==> src/hdl/skip_call_defines.svh <==
// Constants for the skip and call execution block
`ifndef SKIP_CALL_DEFINES_SVH
`define SKIP_CALL_DEFINES_SVH
`define FILE_ADDR_W 6
`define BIT_SEL_W 3
`define PC_W 10
`define PC_LOW_W 8
`define PAGE_W 2
`define SKIP_CYCLES 2
`define CALL_CYCLES 2
`define PC_STEP 10'h001
`endif

==> src/hdl/skip_call_pkg.sv <==
// Types for the skip and call execution block
package skip_call_pkg;
    typedef enum logic [3:0] {
        OP_NONE = 4'h0,
        OP_TEST_CLEAR = 4'h1,
        OP_TEST_SET = 4'h2,
        OP_CALL_IMM = 4'h3,
        OP_CALL_ACC = 4'h4
    } op_t;

    typedef enum logic [2:0] {
        ST_EXEC = 3'b001,
        ST_SKIP = 3'b010,
        ST_CALL = 3'b100
    } state_t;

    typedef struct packed {
        op_t op;
        logic [5:0] fileAddr;
        logic [2:0] bitSel;
        logic [7:0] imm;
    } instr_t;

    typedef struct packed {
        logic push;
        logic [9:0] retAddr;
        logic load;
        logic [9:0] target;
    } pc_update_t;
endpackage

==> src/hdl/bit_tester.sv <==
// Bit selection and skip condition for the bit-test instructions
`timescale 1ns/1ps
`include "skip_call_defines.svh"
module bit_tester (
    input wire logic [7:0] fileData,
    input wire logic [`BIT_SEL_W-1:0] bitSel,
    input wire logic wantSet,
    output logic skipMet
);
    logic selBit;
    assign selBit = fileData[bitSel];
    // Set test skips on one, clear test on zero
    assign skipMet = wantSet ? selBit : ~selBit;
endmodule

==> src/hdl/skip_and_call_execution.sv <==
// Execution of bit-test-and-skip and call instructions
`timescale 1ns/1ps
`include "skip_call_defines.svh"
// Overview of operation
// [RULE1] Skip-if-clear skips when tested bit is 0
// [RULE2] Skip-if-set skips when tested bit is 1
// [RULE3] Taken skip turns fetched instruction into no-op
// [RULE4] Bit test: 1 cycle, 2 when skipping
// [RULE5] File address 0-63, bit 0-7 decoded
// [RULE6] Calls push program counter plus one
// [RULE7] Immediate call: {page buffer[1:0], operand}
// [RULE8] Accumulator call: {high pointer[1:0], accumulator}
// [RULE9] Calls take two cycles, flags untouched
module skip_and_call_execution (
    input wire logic clk,
    input wire logic srst,
    input wire logic instrValid,
    input wire skip_call_pkg::instr_t instr,
    input wire logic [9:0] pc,
    input wire logic [7:0] fileData,
    input wire logic [7:0] accumulator,
    input wire logic [7:0] program_page_buffer,
    input wire logic [7:0] table_high_pointer,
    input wire logic [7:0] statusIn,
    output logic [5:0] fileAddr,
    output logic [2:0] bitSel,
    output logic busy,
    output logic squashFetched,
    output skip_call_pkg::pc_update_t pcUpdate,
    output logic [7:0] statusOut,
    output logic instrDone
);
    // ==================================================================
    // Decode
    skip_call_pkg::state_t state;
    skip_call_pkg::state_t next_state;
    logic isTest;
    logic isCall;
    logic skipMet;
    logic take;

    assign take = instrValid && state == skip_call_pkg::ST_EXEC;
    assign isTest = instr.op == skip_call_pkg::OP_TEST_CLEAR ||
                    instr.op == skip_call_pkg::OP_TEST_SET;
    assign isCall = instr.op == skip_call_pkg::OP_CALL_IMM ||
                    instr.op == skip_call_pkg::OP_CALL_ACC;
    assign fileAddr = instr.fileAddr; // RULE5
    assign bitSel = instr.bitSel; // RULE5

    bit_tester tester (
        .fileData(fileData),
        .bitSel(instr.bitSel),
        .wantSet(instr.op == skip_call_pkg::OP_TEST_SET),
        .skipMet(skipMet)
    ); // RULE1 RULE2

    // Stall the fetch stage while the second slot is consumed
    assign busy = state != skip_call_pkg::ST_EXEC;

    // ==================================================================
    // Sequencing
    always_comb begin
        next_state = skip_call_pkg::ST_EXEC;
        case (state)
            skip_call_pkg::ST_EXEC: begin
                if (take && isTest && skipMet) begin
                    next_state = skip_call_pkg::ST_SKIP; // RULE4
                end else if (take && isCall) begin
                    next_state = skip_call_pkg::ST_CALL; // RULE9
                end
            end
            default: begin
                next_state = skip_call_pkg::ST_EXEC;
            end
        endcase
    end

    always_ff @(posedge clk) begin
        if (srst) begin
            state <= skip_call_pkg::ST_EXEC;
        end else begin
            state <= next_state;
        end
    end

    // ==================================================================
    // Squash of the already fetched instruction
    always_ff @(posedge clk) begin
        if (srst) begin
            squashFetched <= 1'b0;
        end else begin
            squashFetched <= take && isTest && skipMet; // RULE3
        end
    end

    // ==================================================================
    // Program counter and stack update
    logic [9:0] target;
    always_comb begin
        if (instr.op == skip_call_pkg::OP_CALL_ACC) begin
            target = {table_high_pointer[1:0], accumulator}; // RULE8
        end else begin
            target = {program_page_buffer[1:0], instr.imm}; // RULE7
        end
    end

    always_ff @(posedge clk) begin
        if (srst) begin
            pcUpdate <= '0;
        end else begin
            pcUpdate.push <= take && isCall; // RULE6
            pcUpdate.retAddr <= pc + `PC_STEP; // RULE6
            pcUpdate.load <= take && isCall;
            pcUpdate.target <= target;
        end
    end

    // ==================================================================
    // Completion and flags
    always_ff @(posedge clk) begin
        if (srst) begin
            instrDone <= 1'b0;
            statusOut <= 8'h00;
        end else begin
            // Flags pass through; neither tests nor calls alter them
            statusOut <= statusIn; // RULE9
            instrDone <= (take && isTest && !skipMet) || busy; // RULE4
        end
    end
endmodule

==> config.mk <==
export PLATFORM = sky130hd
export DESIGN_NAME = skip_and_call_execution
export DESIGN_NICKNAME = d
export VERILOG_FILES = /design/src/hdl/skip_call_pkg.sv /design/src/hdl/bit_tester.sv /design/src/hdl/skip_and_call_execution.sv
export VERILOG_INCLUDE_DIRS = /design/src /design/src/hdl
export SDC_FILE = /design/constraint.sdc
export NUM_CORES = 1
export LEC_CHECK = 0
export BUFFER_PORTS_ARGS = -buffer_cell sky130_fd_sc_hd__buf_2
export CAP_MARGIN = 10
export CORE_AREA = 10 10 76 95
export DETAILED_ROUTE_END_ITERATION = 7
export DIE_AREA = 0 0 86 105
export PLACE_DENSITY = 0.54
export SETUP_SLACK_MARGIN = 0.2
export SLEW_MARGIN = 20
export SYNTH_ARGS = -nofsm -noshare
export SYNTH_HDL_FRONTEND = slang
export SYNTH_SLANG_ARGS = --single-unit
==> constraint.sdc <==
create_clock -name clk -period 1.8 [get_ports clk]
set_input_delay 0.36 -clock clk [delete_from_list [all_inputs] [get_ports clk]]
set_output_delay 0.36 -clock clk [all_outputs]
set_load 0.02 [all_outputs]
==> metrics.md <==
| Metric | Value |
|---|---|
| Rel. slew slack | `0.711` |
| Initial antenna violation count | `0` |
| Outcome | `finished clean` |
| Synthesized area | `1310 µm²` |
| Fraction of synthesized cell area in xor and xnor cells | `0.0467` |
| Largest area contributor in the netlist | `dfxtp_1` |
| Slowest CP cell | `dfxtp_1` |
| Synth top area cells | `dfxtp_1 52%, nand2_1 6.6%, a21oi_1 6.1%, buf_4 5.7%, nor2b_1 4.3%` |
| DRC | `0` |
| Share of the synthesized area in the top cell type | `0.519` |
| Diode count | `0` |
| Post-Route WL | `just over 4 mm` |
| Register area | `roughly 680 µm²` |
| Rows | `30` |
| Share of layout cells above drive strength 1 | `0.452` |
| CP arrival | `1140 ps` |
| Hold path startpoint | `pc[0]` |
| Hold Path End | `pcUpdate[11]$_SDFF_PP0_` |
| Crit path launch type | `register` |
| Pre-antenna DRT Iters | `4` |
| Avg Cell Area, Syn | `approximately 9.4 µm²` |
| Top FF cell, synth | `dfxtp_1` |
| Worst Path Required | `between 1000 and 1500 ps` |
| Worst Hold Depth | `2` |
| Worst-path fanout max | `2` |
| DR vias/cell | `between 4 and 5` |
| CP max stage delay | `a little over 300 ps` |
| Setup violations, final | `0` |
| Worst slew pin tran | `between 400 and 500 ps` |
| Most frequent cell after synthesis | `dfxtp_1` |
| Hold_buf cts | `0` |
| Setup ws final | `297 ps` |
| Area Growth Syn to Fin | `43.3%` |
| Tmin final | `1500 ps` |
| Via count | `1,273` |
| Clk_skew | `around 0.17 ps` |
| CP Launch Point | `state[1]$_SDFF_PP0_` |
| Port Buffer Count | `slightly above 90` |
| Final TNS setup | `0 ps` |
| Buf+Inv Stages, Crit Path | `3` |
| Sink Count | `34` |
| Grt ovf | `0` |
| Critical R2R Launch | `state[1]$_SDFF_PP0_` |
| Synth top cells by count | `34 x dfxtp_1, 23 x nand2_1, 16 x a21oi_1` |
| Die ar. | `between 9000 and 10,000 µm²` |
| DP Worst Slack | `slightly above 90 ps` |
| Multiplexer area fraction after synthesis | `0.0477` |
| WS Path Type | `register to output pin` |
| Cells on worst reg2reg path | `4` |
| VDD IR-drop max | `about 0.25 mV` |
| Final Instance Area | `approximately 1900 µm²` |
| Final worst-path cycle share | `0.835` |
| First DRT Iteration DRCs | `22` |
| Critical path's top delay family | `buffers and inverters` |
| Post-Place Cell Area | `around 1800 µm²` |
| Crit path cell chain | `nor3b_2 > buf_4 > inv_1 > buf_2` |
| Syn Inst Count | `around 140` |
| Post_cts resized | `1` |
| Clock buffer depth | `2` |
| Register bit total from synthesis | `34` |
| First-pass GRT wire length | `around 6.7 mm` |
| Fraction of the mapped netlist area in adder cells | `0.00953` |
| LEAKAGE | `~0.94 nW` |
| Synth cell types | `25` |
| Filler Cell Count | `about 580` |
| Worst reg-to-reg setup slack | `~520 ps` |
| Worst-Skew Late Latency | `approximately 280 ps` |
| Reg clk slew, reported paths | `approximately 60 ps` |
| Routed wire per std cell | `roughly 14 µm` |
| Largest family of logic cells by synthesized area | `simple AND/OR/NAND/NOR gates` |
| Post-CTS Setup Inserts | `0` |
| Number of synthesized flops with an enable pin | `0` |
| CTS Buf Count | `5` |
| Register area share after synthesis | `0.519` |
| Final Hold Viols | `0` |
| CTS tree | `yes` |
| H-tree depth | `2` |
| Chip Width | `86 µm` |
| Fmax | `665 MHz` |
| Crit path capture type | `output pin` |
| Clock root buffer | `clkbuf_8` |
| Post-synth ARST share | `0` |
| Synth Warn # | `0` |
| Initial core utilization | `0.245` |
| RSZ-0062 raised after global routing | `no` |
| Vias in the first global route | `roughly 1.4k` |
| Core ar. | `around 5400 µm²` |
| Power density of the placed cells | `868 nW/µm²` |
| Total GRT Usage | `0.0924` |
| Worst hold path class | `input pin to register` |
| Syn nets | `about 210` |
| Detailed Place HPWL | `3.32 mm` |
| Max-Cap Viols | `0` |
| IO Count | `approximately 120` |
| GPL Wtd Cong | `approximately 0.79` |
| Footprint of the multi-input gates | `547 µm²` |
| Pins over their slew limit | `0` |
| Number of routed nets with antenna violations | `0` |
| Compound-Gate Fraction of Synth Area | `0.0772` |
| Nets@finish | `a little over 300` |
| Post-Synth Simple-Gate Area | `0.232` |
| Die height | `~110 µm` |
| Largest net degree at the start of global routing | `30` |
| Worst reg2reg path endpoint | `instrDone$_SDFF_PP0_` |
power breakdown:
part / internal (mW) / switching (mW)
registers: 0.793 / 0.00826
clock network: 0.308 / 0.258
logic: 0.115 / 0.149
worst reg2reg max path, cell delays in order, from the launching register on:
cell and delay [ps]:
dfxtp_1 310, nor3b_2 230, nand3_1 160, or3_1 380, o22ai_1 130
metrics by stage:
stage                util  power [mW]  hold slack (ps)  std cells
floorplan               -       0.977              432        139
global placement    0.332        1.09              563        284
detailed placement  0.332        1.09              567        284
CTS                 0.350        1.67              261        292
global route        0.350        1.73              272        292
finish              0.350        1.63              271        292
cells in the final DEF, fill, tap and decap left out, types with 2 or more instances in the layout:
cell      instances
xor2_1            4
buf_4             3
nor3_1            2
and2_1            2
nor2_1            8
or3_1             4
nand2_1          23
buf_2            91
clkbuf_8          6
nor2b_1           9
nand3_1           5
a21oi_1          16
nand3b_1          2
mux4_1            2
xnor2_1           3
dfxtp_1          34
o21ai_0           3
layout make-up:
| type | count | area share |
|---|---|---|
| clock buffers | 7 | 0.0459 |
| clock inverters | 1 | 0.00266 |
| inverters | 1 | 0.00200 |
| multi-input cells | 91 | 0.291 |
| flip-flops and latches | 34 | 0.362 |
| well taps | 64 | 0.0426 |
| repair buffers | 94 | 0.254 |
logic make-up after synthesis:
kind of cell / after synthesis
muxes: 3
DFF: 34
and+or+nand+nor: 60
AOI/OAI and AO/OA: 20
adders and majority gates: 1
buffers and inverters: 14
xor gates and xnor gates: 7
metal layers:
metal / global-route usage / vias up / part of all wire
met4: 0.0413 / 0 / 0.014
met2: 0.153 / 60 / 0.48
met5: 0 / - / 0
met3: 0.0482 / 7 / 0.11
li1: - / 632 / -
met1: 0.0936 / 574 / 0.39
flip-flops by register name (all words and copies together) (netlist names):
signal and cells:
instrDone 1, pcUpdate 21, squashFetched 1, state 3, statusOut 8
worst max path at each step:
stage	cells past startpoint	slack, ps	to
CTS	4	260	busy
finish	4	300	busy
global route	4	230	busy
floorplan	4	330	state[0]$_SDFF_PP1_
detailed placement	5	90	instrDone$_SDFF_PP0_
global placement	5	130	instrDone$_SDFF_PP0_
No activity file was read; power rests on OpenSTA's default activity.
